### src/core/gps_pkg.sv
// package: register map, reset values and field positions for the gpio port
package gps_pkg;
    localparam int          GPS_WIDTH        = 8;
    localparam logic [11:0] GPS_OFF_LEVEL    = 12'h000;
    localparam logic [11:0] GPS_OFF_LATCH    = 12'h004;
    localparam logic [11:0] GPS_OFF_DIR      = 12'h008;
    localparam logic [11:0] GPS_OFF_ANALOG   = 12'h00C;
    localparam logic [11:0] GPS_OFF_STEER    = 12'h010;
    localparam logic [7:0]  GPS_DIR_RST      = 8'hFF;
    localparam logic [7:0]  GPS_LATCH_RST    = 8'h00;
    localparam logic [7:0]  GPS_ANALOG_MASK  = 8'h2F;
    localparam logic [7:0]  GPS_STEER_MASK   = 8'h03;
    localparam logic [7:0]  GPS_STEER_RST    = 8'h00;
    localparam int          GPS_SS_SEL_BIT   = 1;
    localparam int          GPS_CCP_SEL_BIT  = 0;
    localparam int          GPS_PIN_SS_MAIN  = 5;
    localparam int          GPS_PIN_SS_ALT   = 0;
endpackage : gps_pkg

### src/core/gps_port.sv
// gpio port with analog select and alternate pin steering, apb slave
// Notes on behaviour
// - direction 1 turns pin driver off; 0 drives latch onto pin
// - level register reads pins, writes go to output latch
// - latch register write same as level write; read returns latch
// - level write is a plain full-byte write into the latch
// - direction still controls driver when pin is analog
// - analog-selected pins read zero digitally
// - analog select disables the pin's digital input buffer
// - analog select leaves digital output untouched
// - implemented analog select bits come up set after reset
// - enabled peripheral owns pin output; pin stays readable
// - steering bit 1 routes slave-select from pin five or pin zero
// - steering bit 0 routes capture unit two output to c1 or alternate pin; its input always comes from the alternate pin
// - steering alters no direction bits; overrides follow selection
// - steering bits 7 to 2 read zero
// - eight bidirectional pins with direction, latch and level bits
// - direction bits reset to one
// - analog bits only at 5 and 3..0, others read zero
`timescale 1ns/1ps
`default_nettype none
module gps_port
    import gps_pkg::*;
#(
    parameter int W = gps_pkg::GPS_WIDTH
) (
    input  wire logic         ref_clk,
    input  wire logic         reset,
    input  wire logic         psel,
    input  wire logic         penable,
    input  wire logic         pwrite,
    input  wire logic [11:0]  paddr,
    input  wire logic [31:0]  pwdata,
    output var  logic [31:0]  prdata,
    output var  logic         pready,
    output var  logic         pslverr,
    input  wire logic [W-1:0] pin_in,
    output var  logic [W-1:0] pin_out,
    output var  logic [W-1:0] pin_oe_n,
    input  wire logic [W-1:0] periph_oe,
    input  wire logic [W-1:0] periph_out,
    input  wire logic         ccp_oe,
    input  wire logic         ccp_out,
    output var  logic         ccp_in,
    input  wire logic         ccp_alt_in,
    output var  logic         ccp_alt_out,
    output var  logic         ccp_alt_oe_n,
    output var  logic         ccp_main_sel,
    output var  logic         slave_select_in,
    output var  logic [W-1:0] digital_in
);
    import gps_pkg::*;

    logic [W-1:0] dir_q, latch_q, analog_q, level_sync;
    logic [7:0]   steer_q;
    logic [W-1:0] level_rd;
    logic [W-1:0] drv_val, drv_en;
    logic         setup, acc_wr;
    logic         hit_lvl, hit_lat, hit_dir, hit_ana, hit_str, hit_any;
    logic [7:0]   rd_byte;
    logic [W-1:0] wr_bits;
    logic         ccp_alt_sync;

    gps_sync #(.W(W)) u_sync (
        .ref_clk  (ref_clk),
        .reset    (reset),
        .async_in (pin_in),
        .sync_out (level_sync)
    );

    // alternate capture pin is a pad too, so it gets the same two flops
    gps_sync #(.W(1)) u_ccp_sync (
        .ref_clk  (ref_clk),
        .reset    (reset),
        .async_in (ccp_alt_in),
        .sync_out (ccp_alt_sync)
    );

    // analog pins have their input buffer gated off
    assign level_rd = level_sync & ~analog_q;
    assign setup   = psel && !penable;
    assign acc_wr  = psel && penable && pwrite && !hit_err_n();
    assign hit_lvl = (paddr == GPS_OFF_LEVEL);
    assign hit_lat = (paddr == GPS_OFF_LATCH);
    assign hit_dir = (paddr == GPS_OFF_DIR);
    assign hit_ana = (paddr == GPS_OFF_ANALOG);
    assign hit_str = (paddr == GPS_OFF_STEER);
    assign hit_any = hit_lvl | hit_lat | hit_dir | hit_ana | hit_str;
    assign wr_bits = pwdata[W-1:0];

    function automatic logic hit_err_n();
        return !hit_any;
    endfunction : hit_err_n

    assign rd_byte = hit_lvl ? level_rd :
                     hit_lat ? latch_q  :
                     hit_dir ? dir_q    :
                     hit_ana ? (analog_q & GPS_ANALOG_MASK) :
                     hit_str ? (steer_q & GPS_STEER_MASK)   :
                     8'h00;

    // pin drive: peripheral beats latch and direction, else direction gates driver
    generate
        for (genvar i = 0; i < W; i++) begin : g_pin
            assign drv_val[i] = periph_oe[i] ? periph_out[i] : latch_q[i];
            assign drv_en[i]  = periph_oe[i] | ~dir_q[i];
        end
    endgenerate

    always_ff @(posedge ref_clk or posedge reset) begin
        if (reset) begin
            dir_q    <= GPS_DIR_RST;
            latch_q  <= GPS_LATCH_RST;
            analog_q <= GPS_ANALOG_MASK;
            steer_q  <= GPS_STEER_RST;
        end else if (acc_wr) begin
            // a level write is a plain full-byte write into the latch, same as a latch write
            if (hit_lvl || hit_lat)
                latch_q <= wr_bits;
            if (hit_dir)
                dir_q <= wr_bits;
            if (hit_ana)
                analog_q <= wr_bits & GPS_ANALOG_MASK;
            if (hit_str)
                steer_q <= wr_bits & GPS_STEER_MASK;
        end
    end

    // no wait cycle: answer in the first access cycle
    always_ff @(posedge ref_clk or posedge reset) begin
        if (reset) begin
            pready  <= 1'b0;
            pslverr <= 1'b0;
            prdata  <= 32'h0000_0000;
        end else begin
            pready  <= setup;
            pslverr <= setup && !hit_any;
            prdata  <= (setup && !pwrite) ? {24'h00_0000, rd_byte}
                                          : 32'h0000_0000;
        end
    end

    // pins and steering; capture unit two output steered between c1 and alternate, its input always from alternate
    always_ff @(posedge ref_clk or posedge reset) begin
        if (reset) begin
            pin_out         <= '0;
            pin_oe_n        <= '1;
            ccp_in          <= 1'b0;
            ccp_alt_out     <= 1'b0;
            ccp_alt_oe_n    <= 1'b1;
            ccp_main_sel    <= 1'b1;
            slave_select_in <= 1'b1;
            digital_in      <= '0;
        end else begin
            pin_out    <= drv_val;
            pin_oe_n   <= ~drv_en;
            digital_in <= level_rd;
            slave_select_in <= steer_q[GPS_SS_SEL_BIT]
                ? level_rd[GPS_PIN_SS_ALT]
                : level_rd[GPS_PIN_SS_MAIN];
            ccp_main_sel <= !steer_q[GPS_CCP_SEL_BIT];
            ccp_alt_out  <= ccp_out;
            ccp_alt_oe_n <= !(steer_q[GPS_CCP_SEL_BIT] && ccp_oe);
            ccp_in       <= ccp_alt_sync;
        end
    end

    AST_DIR_RESET: assert property (@(posedge ref_clk)
        $fell(reset) |-> dir_q == GPS_DIR_RST)
        else $error("direction not all inputs after reset");
    AST_ANA_RESET: assert property (@(posedge ref_clk)
        $fell(reset) |-> analog_q == GPS_ANALOG_MASK)
        else $error("analog select not set after reset");
    AST_DRV_OFF: assert property (@(posedge ref_clk) disable iff (reset)
        (dir_q[0] && !periph_oe[0]) |=> pin_oe_n[0])
        else $error("driver on with direction input");
    AST_DRV_LAT: assert property (@(posedge ref_clk) disable iff (reset)
        (!dir_q[3] && !periph_oe[3]) |=> (!pin_oe_n[3]
        && pin_out[3] == $past(latch_q[3])))
        else $error("latch not driven");
    AST_ANA_ZERO: assert property (@(posedge ref_clk) disable iff (reset)
        analog_q[2] |=> !digital_in[2])
        else $error("analog pin reads one");
    AST_LVL_WR: assert property (@(posedge ref_clk) disable iff (reset)
        (acc_wr && hit_lvl) |=> latch_q == $past(wr_bits))
        else $error("level write missed latch");
    AST_STEER_RD: assert property (@(posedge ref_clk) disable iff (reset)
        (setup && !pwrite && hit_str) |=> prdata[31:2] == 30'h0)
        else $error("steering reads reserved bits");
    AST_PERIPH: assert property (@(posedge ref_clk) disable iff (reset)
        periph_oe[6] |=> (!pin_oe_n[6] && pin_out[6] == $past(periph_out[6])))
        else $error("peripheral lost ownership");
    AST_ANA_MASK: assert property (@(posedge ref_clk) disable iff (reset)
        (analog_q & ~GPS_ANALOG_MASK) == 8'h00)
        else $error("unimplemented analog bit set");
    AST_READY: assert property (@(posedge ref_clk) disable iff (reset)
        setup |=> pready ##1 !pready)
        else $error("pready timing");

    COV_LVL_WR: cover property (@(posedge ref_clk) acc_wr && hit_lvl);
    COV_SS_ALT: cover property (@(posedge ref_clk) steer_q[GPS_SS_SEL_BIT]);
    COV_ANA_OUT: cover property (@(posedge ref_clk) analog_q[0] && !dir_q[0]);
    COV_CCP_ALT: cover property (@(posedge ref_clk)
        steer_q[GPS_CCP_SEL_BIT] && ccp_oe);
    COV_ERR: cover property (@(posedge ref_clk) pslverr);

    // read data, one cycle after the setup edge
    AST_RD_LVL: assert property (@(posedge ref_clk) disable iff (reset)
        (setup && !pwrite && hit_lvl) |=> prdata[7:0] == $past(level_rd))
        else $error("level read wrong");

    AST_RD_LAT: assert property (@(posedge ref_clk) disable iff (reset)
        (setup && !pwrite && hit_lat) |=> prdata[7:0] == $past(latch_q))
        else $error("latch read wrong");

    AST_RD_DIR: assert property (@(posedge ref_clk) disable iff (reset)
        (setup && !pwrite && hit_dir) |=> prdata[7:0] == $past(dir_q))
        else $error("direction read wrong");

    AST_RD_ANA: assert property (@(posedge ref_clk) disable iff (reset)
        (setup && !pwrite && hit_ana) |=> prdata[7:0] == $past(analog_q))
        else $error("analog select read wrong");

    AST_ERR: assert property (@(posedge ref_clk) disable iff (reset)
        (setup && !hit_any) |=> pslverr)
        else $error("unmapped access not flagged");

    AST_ERR_NONE: assert property (@(posedge ref_clk) disable iff (reset)
        (setup && hit_any) |=> !pslverr)
        else $error("mapped access flagged");

    AST_IDLE_RD: assert property (@(posedge ref_clk) disable iff (reset)
        !setup |=> (prdata == 32'h0000_0000 && !pready))
        else $error("read data or ready outside answer");

    // register writes land at the access edge
    AST_LAT_WR: assert property (@(posedge ref_clk) disable iff (reset)
        (acc_wr && hit_lat) |=> latch_q == $past(wr_bits))
        else $error("latch write missed");

    AST_LAT_HOLD: assert property (@(posedge ref_clk) disable iff (reset)
        !(acc_wr && (hit_lvl || hit_lat)) |=> $stable(latch_q))
        else $error("latch changed without write");

    AST_DIR_WR: assert property (@(posedge ref_clk) disable iff (reset)
        (acc_wr && hit_dir) |=> dir_q == $past(wr_bits))
        else $error("direction write missed");

    AST_DIR_HOLD: assert property (@(posedge ref_clk) disable iff (reset)
        !(acc_wr && hit_dir) |=> $stable(dir_q))
        else $error("direction changed without write");

    AST_ANA_WR: assert property (@(posedge ref_clk) disable iff (reset)
        (acc_wr && hit_ana) |=>
        analog_q == ($past(wr_bits) & GPS_ANALOG_MASK))
        else $error("analog select write wrong");

    AST_STEER_WR: assert property (@(posedge ref_clk) disable iff (reset)
        (acc_wr && hit_str) |=>
        steer_q == ($past(wr_bits) & GPS_STEER_MASK))
        else $error("steering write wrong");

    AST_STEER_MASK: assert property (@(posedge ref_clk) disable iff (reset)
        (steer_q & ~GPS_STEER_MASK) == 8'h00)
        else $error("unimplemented steering bit set");

    // steering of slave select and capture unit two
    AST_SS_MAIN: assert property (@(posedge ref_clk) disable iff (reset)
        !steer_q[GPS_SS_SEL_BIT] |=>
        slave_select_in == $past(level_rd[GPS_PIN_SS_MAIN]))
        else $error("slave select not from pin five");

    AST_SS_ALT: assert property (@(posedge ref_clk) disable iff (reset)
        steer_q[GPS_SS_SEL_BIT] |=>
        slave_select_in == $past(level_rd[GPS_PIN_SS_ALT]))
        else $error("slave select not from pin zero");

    AST_CCP_SEL: assert property (@(posedge ref_clk) disable iff (reset)
        1'b1 |=> ccp_main_sel == !$past(steer_q[GPS_CCP_SEL_BIT]))
        else $error("capture unit selection wrong");

    AST_CCP_OFF: assert property (@(posedge ref_clk) disable iff (reset)
        !steer_q[GPS_CCP_SEL_BIT] |=> ccp_alt_oe_n)
        else $error("unselected alternate pin driven");

    AST_CCP_ON: assert property (@(posedge ref_clk) disable iff (reset)
        (steer_q[GPS_CCP_SEL_BIT] && ccp_oe) |=>
        (!ccp_alt_oe_n && ccp_alt_out == $past(ccp_out)))
        else $error("alternate pin not driven by capture unit");

    AST_DRV_ANA: assert property (@(posedge ref_clk) disable iff (reset)
        (analog_q[1] && dir_q[1] && !periph_oe[1]) |=> pin_oe_n[1])
        else $error("analog input pin driven");

    AST_DIG_IN: assert property (@(posedge ref_clk) disable iff (reset)
        1'b1 |=> digital_in == $past(level_rd))
        else $error("digital input path wrong");
endmodule : gps_port
`default_nettype wire

### src/core/gps_sync.sv
// two-flop synchroniser for a bus of pin levels
`timescale 1ns/1ps
`default_nettype none
module gps_sync #(
    parameter int W = 8
) (
    input  wire logic         ref_clk,
    input  wire logic         reset,
    input  wire logic [W-1:0] async_in,
    output var  logic [W-1:0] sync_out
);
    logic [W-1:0] meta_q;

    always_ff @(posedge ref_clk or posedge reset) begin
        if (reset) begin
            meta_q   <= '0;
            sync_out <= '0;
        end else begin
            meta_q   <= async_in;
            sync_out <= meta_q;
        end
    end
endmodule : gps_sync
`default_nettype wire

### config.mk
export PLATFORM = sky130hd
export DESIGN_NAME = gps_port
export DESIGN_NICKNAME = d
export VERILOG_FILES = /design/src/core/gps_pkg.sv /design/src/core/gps_port.sv /design/src/core/gps_sync.sv
export SDC_FILE = /design/constraint.sdc
export NUM_CORES = 1
export LEC_CHECK = 0
export ABC_CLOCK_PERIOD_IN_PS = 5700
export BUFFER_PORTS_ARGS = -buffer_cell sky130_fd_sc_hd__buf_2
export CORE_AREA = 2 2 92 94
export DETAILED_ROUTE_END_ITERATION = 7
export DIE_AREA = 0 0 94 96
export GPL_ROUTABILITY_DRIVEN = 0
export PLACE_DENSITY = 0.65
export REMOVE_ABC_BUFFERS = 1
export SLEW_MARGIN = 10
export SYNTH_ARGS = -nofsm -noshare
export SYNTH_HDL_FRONTEND = slang
export SYNTH_SLANG_ARGS = --single-unit
### constraint.sdc
create_clock -name ref_clk -period 5.7 [get_ports ref_clk]
set_input_delay 1.14 -clock ref_clk [delete_from_list [all_inputs] [get_ports ref_clk]]
set_output_delay 1.14 -clock ref_clk [all_outputs]
set_load 0.005 [all_outputs]
* Word level (Yosys, flattened, before mapping)
Cells that the tools add are included. Widths: inputs -> output; s select.
Word-level totals: flip-flop bits (word level) 80, input bits 76, output and inout port bits 63, logic and storage cells 79
Operators by class: equal/unequal tests 4, mux-type cells 15, bitwise logic cells 23, reduce and logical (&&, ||, !) cells 18
Operators with widths (count):
- $mux 8 | 4
- $eq 12x4->1 const B | 2
- $eq 12x3->1 const B | 1
- $eq 12x5->1 const B | 1
- $logic_not 12->1 | 1
- $or 1x1->1 | 12
- $mux 1 | 9
- $and 8x8->8 | 1
- $not 1->1 | 8
- $not 6->8 | 1
- $not 8->8 | 1
- $reduce_and 2->1 | 4
- $logic_and 1x1->1 | 7
- $mux 6 | 1
- $logic_not 1->1 | 5
- $mux 2 | 1
- $logic_or 1x1->1 | 1

* Longest topological paths before layout
Gate-level depths: netlist of the first run.
depth after elaboration 7, gate-level depth with buffers 6, gate-level depth less buffers 4

* Cells and area by module
A second synthesis of the first run with hierarchy kept.
Unflattened totals: cells, all modules 216, area total of the unflattened synthesis 3103.0 um2
Modules (own cells, without submodules):
- gps_port | times used 1, cells each 196, area each 2645.0 um2, sequential area each 1581.5 um2
- gps_sync (u_sync) | times used 1, cells each 17, area each 404.1 um2, sequential area each 400.4 um2
- gps_sync (u_ccp_sync) | times used 1, cells each 3, area each 53.8 um2, sequential area each 50.0 um2

* Worst setup path before layout of the first run
No wires, ideal clock.
path type input-to-reg, start point in paddr[7], end point reg latch_q[0], library setup time 125 ps, arrival 2621 ps, data required time 5575 ps, setup slack 2954 ps, stages on the path 4, path buffers 0, cell sequence or4_1 nor4_4 nand2_1 mux2_2
Between the ends: cells in the longest elaborated chain, start to end 7, elaborated cells between the ends (all ways) 12, those cells by class 4 x eq/ne; 4 x bitwise; 4 x reduce/logical
Ends and longest elaborated chain:
- from (decl) | RTL line gps_port.sv:32 | input wire logic [11:0] paddr,
- $eq 12x3->1 / $logic_not 12->1 (equally long branches) | RTL line gps_port.sv:84, gps_port.sv:83
- $or 1x1->1 (4 in a row) | RTL line gps_port.sv:88 | assign hit_any = hit_lvl | hit_lat | hit_dir | hit_ana | hit_str;
- $logic_and 1x1->1 | RTL line gps_port.sv:82 | assign acc_wr = psel && penable && pwrite && !hit_err_n();
- $reduce_and 2->1 (no source line) (*)
- to (signal assigned) | RTL line gps_port.sv:119 | latch_q <= wr_bits;
- to (decl) | RTL line gps_port.sv:54 | logic [W-1:0] dir_q, latch_q, analog_q, level_sync;
Every way passes the cells marked *; elsewhere a longest branch is shown, timed or not. A chain may end at the register's enable or synchronous reset.

* Worst setup path in the final report of the first run
start point in paddr[7], end point reg prdata[4]
Between the ends: cells in the longest elaborated chain, start to end 5, elaborated cells between the ends (all ways) 7, those cells by class 2 x eq/ne; 4 x mux; 1 x reduce/logical
Ends and longest elaborated chain:
- $eq 12x4->1 | RTL line gps_port.sv:85 | assign hit_dir = (paddr == GPS_OFF_DIR);
- $mux 8 | RTL line gps_port.sv:97 | hit_dir ? dir_q :
- $mux 8 | RTL line gps_port.sv:96 | hit_lat ? latch_q :
- $mux 8 (*) | RTL line gps_port.sv:95 | assign rd_byte = hit_lvl ? level_rd :
- $mux 8 (*) | RTL line gps_port.sv:138 | prdata <= (setup && !pwrite) ? {24'h00_0000, rd_byte}
- to (signal assigned) | RTL line gps_port.sv:138
- to (decl) | RTL line gps_port.sv:34 | output var logic [31:0] prdata,
Marked as above.

==> results.ini, run 1 <==
[outcome]
status = complete, no violations

[final_layout]
syn_to_final_growth_pct = 20.69
drive_gt1_share_pct = 49.39
final_core_util_pct = 46.50
layoutNonFillerInstCount = 431
postLayoutCellArea_um2 = 3744
register_area_um2 = 2032
nets = 397
antenna_cells = 0
multiInputGateArea_um2 = 934.6
fillCellCount = 764

[worst_setup_path]
crit_arrival_ns = 3.17
worstPathMaxFanout = 6
crit-reg2reg-launch = dir_q[0]
r2r_setup_slack_ns = 4.49
rr_worst_depth = 4
end_kind = flip-flop
crit_required_ns = 5.99
rr_endpoint = prdata[0]
crit_path_start_kind = input pin
crit_type = input pin to flip-flop

[floorplanning]
core-area_um2 = 8051
start_util_pct = 38.52
num_rows = 33
die_w_um = 94
die_y_um = 96
design.portCount = 139
die-area_um2 = 9024

[hold_path]
whs_endpoint = u_sync.sync_out[3]
holdCritPathClass = flip-flop to flip-flop
min_from = u_sync.meta_q[3]
min_path_cells = 0

[route]
drcViolationCount = 0
vias_per_cell = 4.499
first_iter_violations = 50
drt_wl_total_um = 5905
dr.pass1.iters = 4
drt.antenna.violating_nets = 0
post_drt_wl_per_cell_um = 13.70
vias = 1939

[timing]
setup_slack_ns = 2.817
slew_violations = 0
fin_crit_ns = 2.883
timing.slew.headroom_pct = 37.08
tns_ns = 0
whs_ns = 0.3513
setup_viol = 0
rsz0062_at_grt = false
finalCritPeriodShare_pct = 50.58
fin_skew_ns = 0.006622
tightest_slew_ns = 0.9438
finalHoldViolCount = 0
max_freq_mhz = 346.9

[logic_synthesis]
synth_top_area_share_pct = 45.18
syn-instance-count = 225
synth_area_um2 = 3102
yosys.area.top_type = dfrtp_1
yosysWarnings = 0
synth-seq-cells = 80
avgSynthCellArea_um2 = 13.79
ys_top_cells_by_area = dfrtp_1 (45%), dfstp_2 (20%), mux2_2 (9.8%), buf_4 (5.8%), nor2b_1 (2.0%)
yosysUniqueCellTypes = 31
synth-seq-area-share_pct = 65.51

[grt]
grt_pass1_wl_um = 9204
grt_pass1_vias = 1880
grt_overflow = 0
antenna_found_initial = 0
grt_start_max_net_pins = 81
grt.total_usage_pct = 13.98

[power]
ir_drop_mv = 0.09042
finalPower_mw = 0.9990
power_density_nw_per_um2 = 266.9
p_leak_nw = 1.869

[place]
detailed_place_hpwl_um = 4131
place_area_um2 = 3580
place_ws_ns = 2.361
io_buffer_count = 90
dpl.cell_count = 415

[clock_tree]
postCtsSetupRepairBufs = 0
clk_latency_ns = 0.35
htree_levels = 3
post_cts_resized = 0
tritoncts = built
cts-buffers-inserted = 9
cts_sinks = 80
clk_pin_slew_worst_paths_ns = 0.08
hold_buffers = 0
ctsLongestPathBuffers = 2
cts_root_buf = clkbuf_8

[job]
drv_cap = 0

cells by family after synthesis:
group	synth area share, %
buf+inv	7.140
compound gates	4.478
mux	12.22
simple gates	10.53
other cells	0.1209
flops	65.51
synth_stat cells:
library cell  number
buf_1              1
a21boi_0           1
nor2b_1           10
a21oi_1            7
mux2_2            27
nor3b_1            1
clkbuf_1           4
and3_1             1
inv_1              6
dfstp_2           24
nor4b_1            2
nor2_1             9
nand2_1           14
nand3_1            2
nor4bb_1           1
o2111a_1           3
o311ai_0           2
nor3b_2            1
or4_1              2
mux2i_1            3
buf_4             24
o21ai_0            5
o211a_1            2
nand4b_2           1
dfrtp_1           56
nand2b_1           6
conb_1             1
nor3_1             2
nor4_4             1
nand3b_1           2
mux2_1             4
cells in the final DEF, fill, tap and decap left out, types with 2 or more instances in the layout:
| master | n |
|---|---|
| a21oi_1 | 7 |
| buf_2 | 90 |
| clkbuf_8 | 9 |
| clkinv_2 | 5 |
| conb_1 | 24 |
| dfrtp_1 | 56 |
| dfstp_2 | 24 |
| inv_1 | 5 |
| mux2_1 | 4 |
| mux2_2 | 27 |
| mux2i_1 | 3 |
| nand2_1 | 14 |
| nand2b_1 | 6 |
| nand3_1 | 2 |
| nand3b_1 | 2 |
| nor2_1 | 9 |
| nor2b_1 | 10 |
| nor3_1 | 2 |
| nor4b_1 | 2 |
| o2111a_1 | 3 |
| o211a_1 | 2 |
| o21ai_0 | 5 |
| o311ai_0 | 2 |
| or4_1 | 2 |
where the power goes:
group / switching (mW) / leakage [nW] / internal [mW] / total [mW]
sequential: 0.00362 / 0.955 / 0.583 / 0.586
clock: 0.195 / 0.0858 / 0.156 / 0.350
combinational: 0.0368 / 0.829 / 0.0258 / 0.0626
worst max path at each step:
stage             start           to  slack [ns]  cells past startpoint
2_1_floorplan     reset  ccp_alt_out        2.55                      1
3_3_place_gp   paddr[7]    prdata[7]        2.49                      5
3_5_place_dp   paddr[7]    prdata[4]        2.36                      5
4_1_cts        paddr[7]    prdata[4]        2.77                      5
5_1_grt        paddr[7]    prdata[6]        2.70                      5
6_report       paddr[7]    prdata[4]        2.82                      5
layout make-up:
type | instances | share of cell area [%]
well taps | 105 | 3.509
flip-flops and latches | 80 | 54.28
repair buffers | 91 | 12.23
inverters | 6 | 0.6350
clock buffers | 10 | 3.409
multi-input cells | 133 | 24.97
clock inverters | 6 | 0.9693
sequential cells by signal, indices dropped and copies added (netlist names), 2 cells and up:
| register | cells |
|---|---|
| prdata | 8 |
| digital_in | 8 |
| latch_q | 8 |
| dir_q | 8 |
| pin_out | 8 |
| analog_q | 5 |
| steer_q | 2 |
| pin_oe_n | 8 |
| u_sync.meta_q | 8 |
| u_sync.sync_out | 8 |
worst max-delay path, cell delays in order:
cell,delay (ns)
buf_2,0.10
or4_1,0.61
nor3_1,0.45
nor3b_2,0.60
o2111a_1,0.27
routing by layer:
layer / GRT usage [%] / vias to the layer above / wire, µm
li1: - / 911 / -
met1: 17.43 / 950 / 2546
met2: 22.02 / 71 / 2834
met3: 4.777 / 7 / 438
met4: 6.522 / 0 / 86
met5: 0 / - / 0
Power figures use the tool's default switching activity.
==> run 2: changes to the inputs <==
--- a/config.mk
+++ b/config.mk
@@ -5,7 +5,7 @@
 export SDC_FILE = /design/constraint.sdc
 export NUM_CORES = 1
 export LEC_CHECK = 0
-export ABC_CLOCK_PERIOD_IN_PS = 5700
+export ABC_CLOCK_PERIOD_IN_PS = 2900
 export BUFFER_PORTS_ARGS = -buffer_cell sky130_fd_sc_hd__buf_2
 export CORE_AREA = 2 2 92 94
 export DETAILED_ROUTE_END_ITERATION = 7
==> constraint.sdc (replaced) <==
create_clock -name ref_clk -period 2.9 [get_ports ref_clk]
set_input_delay 0.58 -clock ref_clk [delete_from_list [all_inputs] [get_ports ref_clk]]
set_output_delay 0.58 -clock ref_clk [all_outputs]
set_load 0.005 [all_outputs]
==> run 2 against run 1 <==
  * Sequential power grew 96%
  * Non-clock buffer count is 1 higher
  * Worst hold slack worse by 0.083 ns
  * Register-to-register slack worse by 2.7 ns
  * Via count down 0.46%
  * Critical path type unchanged
  * Final area up 1.2%
  * Combinational power increased by 100%
  * Die area unchanged
  * Clock power rose by 120%
==> results.ini, run 2 (synthesis gave the netlist of run 1 again) <==
[outcome]
status = complete, no violations

[timing]
setup_viol = 0  ; unchanged
tightest_slew_ns = 0.5866  ; -0.3572 ns
finalCritPeriodShare_pct = 75.82
finalHoldViolCount = 0  ; unchanged
timing.slew.headroom_pct = 60.34  ; +23 points
fin_skew_ns = 0.009230  ; +0.002608 ns
max_freq_mhz = 454.8
slew_violations = 0  ; unchanged
tns_ns = 0  ; unchanged
fin_crit_ns = 2.199
rsz0062_at_grt = false

[worst_setup_path]
worstPathMaxFanout = 8  ; +2
crit_path_start_kind = input pin
crit_required_ns = 3.12  ; -2.87 ns
end_kind = flip-flop
cp-endpoint = latch_q[5]
rr_endpoint = prdata[1]
crit_arrival_ns = 2.42  ; -0.75 ns
crit-reg2reg-launch = steer_q[1]
r2r_setup_slack_ns = 1.75  ; -2.74 ns
critPathLaunch = paddr[7]
crit_type = input pin to flip-flop
rr_worst_depth = 3  ; -1

[final_layout]
multiInputGateArea_um2 = 934.6  ; unchanged
antenna_cells = 0  ; unchanged
syn_to_final_growth_pct = 22.11
final_common_cell = buf_2
register_area_um2 = 2032  ; unchanged
nets = 398  ; +0.25%
postLayoutCellArea_um2 = 3787  ; +1.2%
final_core_util_pct = 47.04  ; +0.54 points
drive_gt1_share_pct = 49.54  ; +0.15 points
fillCellCount = 778  ; +1.8%
mostFrequentLayoutCells = buf_2 (90), dfrtp_1 (56), mux2_2 (27)

[power]
p_leak_nw = 1.886  ; +0.87%
ir_drop_mv = 0.2805  ; +210%
power_density_nw_per_um2 = 541.3  ; +100%

[clock_tree]
htree_levels = 3  ; unchanged
postCtsSetupRepairBufs = 0  ; unchanged
ctsLongestPathBuffers = 2  ; unchanged
clk_pin_slew_worst_paths_ns = 0.08  ; about the same
post_cts_resized = 0  ; unchanged
cts-buffers-inserted = 9  ; unchanged
clk_latency_ns = 0.34  ; about the same
tritoncts = built
cts_root_buf = clkbuf_8
hold_buffers = 0  ; unchanged
cts_sinks = 80  ; unchanged

[grt]
antenna_found_initial = 0  ; unchanged
grtUsageMet3_pct = 4.072  ; -0.70 points
busiest_layer = met2
grt_pass1_wl_um = 9287  ; +0.90%
grt_pass1_vias = 1866  ; -0.74%
grt_start_max_net_pins = 48  ; -41%
grt_use_met2_pct = 22.38  ; +0.36 points
grt_overflow = 0  ; unchanged
grtUsageMet1_pct = 17.59  ; +0.16 points
grt.total_usage_pct = 14.09  ; +0.11 points

[floorplanning]
start_util_pct = 38.52  ; unchanged
num_rows = 33  ; unchanged
die_w_um = 94  ; unchanged
die-area_um2 = 9024  ; unchanged
design.portCount = 139  ; unchanged
core-area_um2 = 8051  ; unchanged
die_y_um = 96  ; unchanged

[place]
place_area_um2 = 3600  ; +0.56%
io_buffer_count = 90  ; unchanged
detailed_place_hpwl_um = 4358  ; +5.5%

[route]
vias = 1930  ; -0.46%
drt.antenna.violating_nets = 0  ; unchanged
dr.pass1.iters = 5  ; +1
vias_per_cell = 4.468  ; -0.69%
drt_wl_total_um = 5975  ; +1.2%
post_drt_wl_per_cell_um = 13.83  ; +0.95%
first_iter_violations = 49  ; -2.0%
drcViolationCount = 0  ; unchanged

[job]
drv_cap = 0  ; unchanged

[hold_path]
holdCritPathClass = input pin to async pin

==> run 2: through the flow <==
| stage | setup WS (ns) | cells | power, mW | hold WS (ns) |
|---|---|---|---|---|
| floorplan | 0.3080 | 219 | 1.222 | 0.3312 |
| global placement | 0.3478 | 416 | 1.298 | 0.3344 |
| detailed placement | 0.3245 | 416 | 1.301 | 0.3355 |
| CTS | 0.7118 | 432 | 2.088 | 0.2757 |
| global route | 0.5917 | 432 | 2.163 | 0.2989 |
| finish | 0.7011 | 432 | 2.050 | 0.2679 |
==> run 2: layer usage <==
metal | up-vias | routed length [µm]
met5 | - | 0
met4 | 0 | 99
met3 | 10 | 438
met2 | 77 | 2925
met1 | 931 | 2512
li1 | 912 | -
==> run 2: how the worst min path moves through the flow <==
stage                         from            endpoint  slack [ns]  cells past startpoint
4_1_cts                      reset          pin_out[7]        0.28                      2
2_1_floorplan  u_ccp_sync.sync_out              ccp_in        0.33                      0
5_1_grt                      reset          pin_out[7]        0.30                      2
6_report                     reset             pslverr        0.27                      2
3_3_place_gp      u_sync.meta_q[5]  u_sync.sync_out[5]        0.33                      0
3_5_place_dp      u_sync.meta_q[3]  u_sync.sync_out[3]        0.34                      0
==> run 2: critical path: stages <==
cell and delay (ns):
buf_2 0.10, or4_1 0.60, nor4_4 0.38, nand2_1 0.38
mux2_2 0.39
==> run 2: layout make-up <==
cell class	count	share of cell area [%]
tap	105	3.469
multi-input combinational	133	24.68
inverter	6	0.6277
sequential	80	53.65
clock inverter	6	1.586
timing repair buffer	92	12.62
clock buffer	10	3.370
==> run 2: report_power, final <==
part | switching (mW) | internal [mW] | leakage, nW
sequential | 0.00684 | 1.15 | 0.955
clock | 0.380 | 0.393 | 0.0920
combinational | 0.0723 | 0.0526 | 0.839
==> run 3: changes to the inputs <==
--- a/config.mk
+++ b/config.mk
@@ -5,7 +5,7 @@
 export SDC_FILE = /design/constraint.sdc
 export NUM_CORES = 1
 export LEC_CHECK = 0
-export ABC_CLOCK_PERIOD_IN_PS = 2900
+export ABC_CLOCK_PERIOD_IN_PS = 2200
 export BUFFER_PORTS_ARGS = -buffer_cell sky130_fd_sc_hd__buf_2
 export CORE_AREA = 2 2 92 94
 export DETAILED_ROUTE_END_ITERATION = 7
==> constraint.sdc (replaced) <==
create_clock -name ref_clk -period 2.2 [get_ports ref_clk]
set_input_delay 0.44 -clock ref_clk [delete_from_list [all_inputs] [get_ports ref_clk]]
set_output_delay 0.44 -clock ref_clk [all_outputs]
set_load 0.005 [all_outputs]
==> run 3 against run 2 <==
  * Utilization up 0.98 points
  * Critical path type unchanged
  * Global-route usage about the same
  * Die area unchanged
  * Clock power up 42%
==> results.ini, run 3 (synthesis gave the netlist of run 1 again) <==
[worst_setup_path]
crit-reg2reg-launch = steer_q[0]
crit_arrival_ns = 2.22  ; -0.20 ns
r2r_setup_slack_ns = 1.03  ; -0.72 ns
rr_endpoint = prdata[0]
crit_path_start_kind = input pin
crit_type = input pin to flip-flop
worstPathMaxFanout = 5  ; -3
crit_required_ns = 2.49  ; -0.63 ns
end_kind = flip-flop
rr_worst_depth = 4  ; +1

[place]
detailed_place_hpwl_um = 4215  ; -3.3%
place_ws_ns = -0.1055  ; -0.4300 ns
io_buffer_count = 90  ; unchanged
place_area_um2 = 3660  ; +1.7%

[timing]
fin_skew_ns = 0.004274  ; -0.004957 ns
max_freq_mhz = 518.5
fin_crit_ns = 1.929
setup_slack_ns = 0.2714  ; -0.4298 ns
rsz0062_at_grt = false
finalHoldViolCount = 0  ; unchanged
tns_ns = 0  ; unchanged
setup_viol = 0  ; unchanged
slew_violations = 0  ; unchanged
finalCritPeriodShare_pct = 87.67

[clock_tree]
cts_sinks = 80  ; unchanged
clk_latency_ns = 0.35  ; about the same
tritoncts = built
cts_root_buf = clkbuf_8
htree_levels = 3  ; unchanged
postCtsSetupRepairBufs = 0  ; unchanged
ctsLongestPathBuffers = 2  ; unchanged
clk_pin_slew_worst_paths_ns = 0.08  ; about the same
cts-buffers-inserted = 9  ; unchanged
post_cts_resized = 0  ; unchanged
hold_buffers = 0  ; unchanged

[route]
post_drt_wl_per_cell_um = 13.70  ; -0.98%
vias = 1977  ; +2.4%
first_iter_violations = 54  ; +10%
drt_wl_total_um = 6026  ; +0.85%
drt.antenna.violating_nets = 0  ; unchanged
dr.pass1.iters = 4  ; -1
top_layer_used = met4
met3_length_um = 465  ; +6.2%
met2_length_um = 2923  ; about the same
drcViolationCount = 0  ; unchanged
wl_met1_um = 2558  ; +1.8%
vias_per_cell = 4.493  ; +0.57%

[power]
p_leak_nw = 1.933  ; +2.5%
ir_drop_mv = 0.3105  ; +11%
finalPower_mw = 2.784  ; +36%
power_density_nw_per_um2 = 720.1  ; +33%

[outcome]
status = complete, no violations

[grt]
grt_pass1_wl_um = 9425  ; +1.5%
grt.total_usage_pct = 14.07  ; -0.015 points
grt_overflow = 0  ; unchanged
grt_pass1_vias = 1975  ; +5.8%
grt_start_max_net_pins = 81  ; +69%
antenna_found_initial = 0  ; unchanged

[final_layout]
drive_gt1_share_pct = 51.04  ; +1.5 points
antenna_cells = 0  ; unchanged
nets = 406  ; +2.0%
mostFrequentLayoutCells = buf_2 (90), dfrtp_1 (56), mux2_2 (27)
fillCellCount = 776  ; -0.26%
postLayoutCellArea_um2 = 3866  ; +2.1%
syn_to_final_growth_pct = 24.65
final_common_cell = buf_2

[floorplanning]
die_y_um = 96  ; unchanged
die-area_um2 = 9024  ; unchanged
core-area_um2 = 8051  ; unchanged
die_w_um = 94  ; unchanged
num_rows = 33  ; unchanged
start_util_pct = 38.52  ; unchanged
design.portCount = 139  ; unchanged

[hold_path]
holdCritPathClass = input pin to async pin

[job]
drv_cap = 0  ; unchanged

-- run 3: per-stage QoR --
step                      util, %  hold slack, ns  instances
final                       48.02          0.1716        440
after CTS                   48.02          0.1717        440
after floorplan                 -          0.3312        219
after global placement      45.45          0.3350        424
after detailed placement    45.45          0.3347        424
after global routing        48.02          0.1701        440
-- run 3: routing by layer --
metal	GRT usage, %	vias up
li1	-	929
met1	17.29	959
met2	23.04	81
met3	5.012	8
met4	5.072	0
met5	0	-
-- run 3: critical path, cell delays in order --
cell and delay, ns:
buf_2 0.10, or4_1 0.58, buf_4 0.17, nor3_1 0.16
buf_4 0.15, nor3b_2 0.25, buf_4 0.20, o2111a_1 0.17
-- run 3: worst max-delay path by stage --
stage              from     endpoint  slack, ns  cells after the start
5_1_grt        paddr[7]    prdata[6]       0.20                      8
6_report       paddr[7]    prdata[4]       0.27                      8
3_3_place_gp   paddr[7]    prdata[3]      -0.11                      8
4_1_cts        paddr[7]    prdata[2]       0.26                      8
2_1_floorplan     reset  ccp_alt_out      -0.25                      1
3_5_place_dp   paddr[7]    prdata[2]      -0.11                      8
-- run 3: report_power, final --
part	total, mW	switching [mW]	leakage (nW)	internal (mW)
logic	0.169	0.0970	0.877	0.0718
clock network	1.10	0.515	0.101	0.582
registers	1.52	0.00892	0.955	1.51
total	2.78	0.621	1.93	2.16
-- run 3: final cells by class --
cell class	instances	area, µm²	share of cell area [%]
flip-flops and latches	80	2032	52.56
multi-input cells	133	934.6	24.17
repair buffers	100	538.0	13.92
clock buffers	11	151.4	3.916
well taps	105	131.4	3.398
clock inverters	5	55.05	1.424
inverters	6	23.77	0.6149
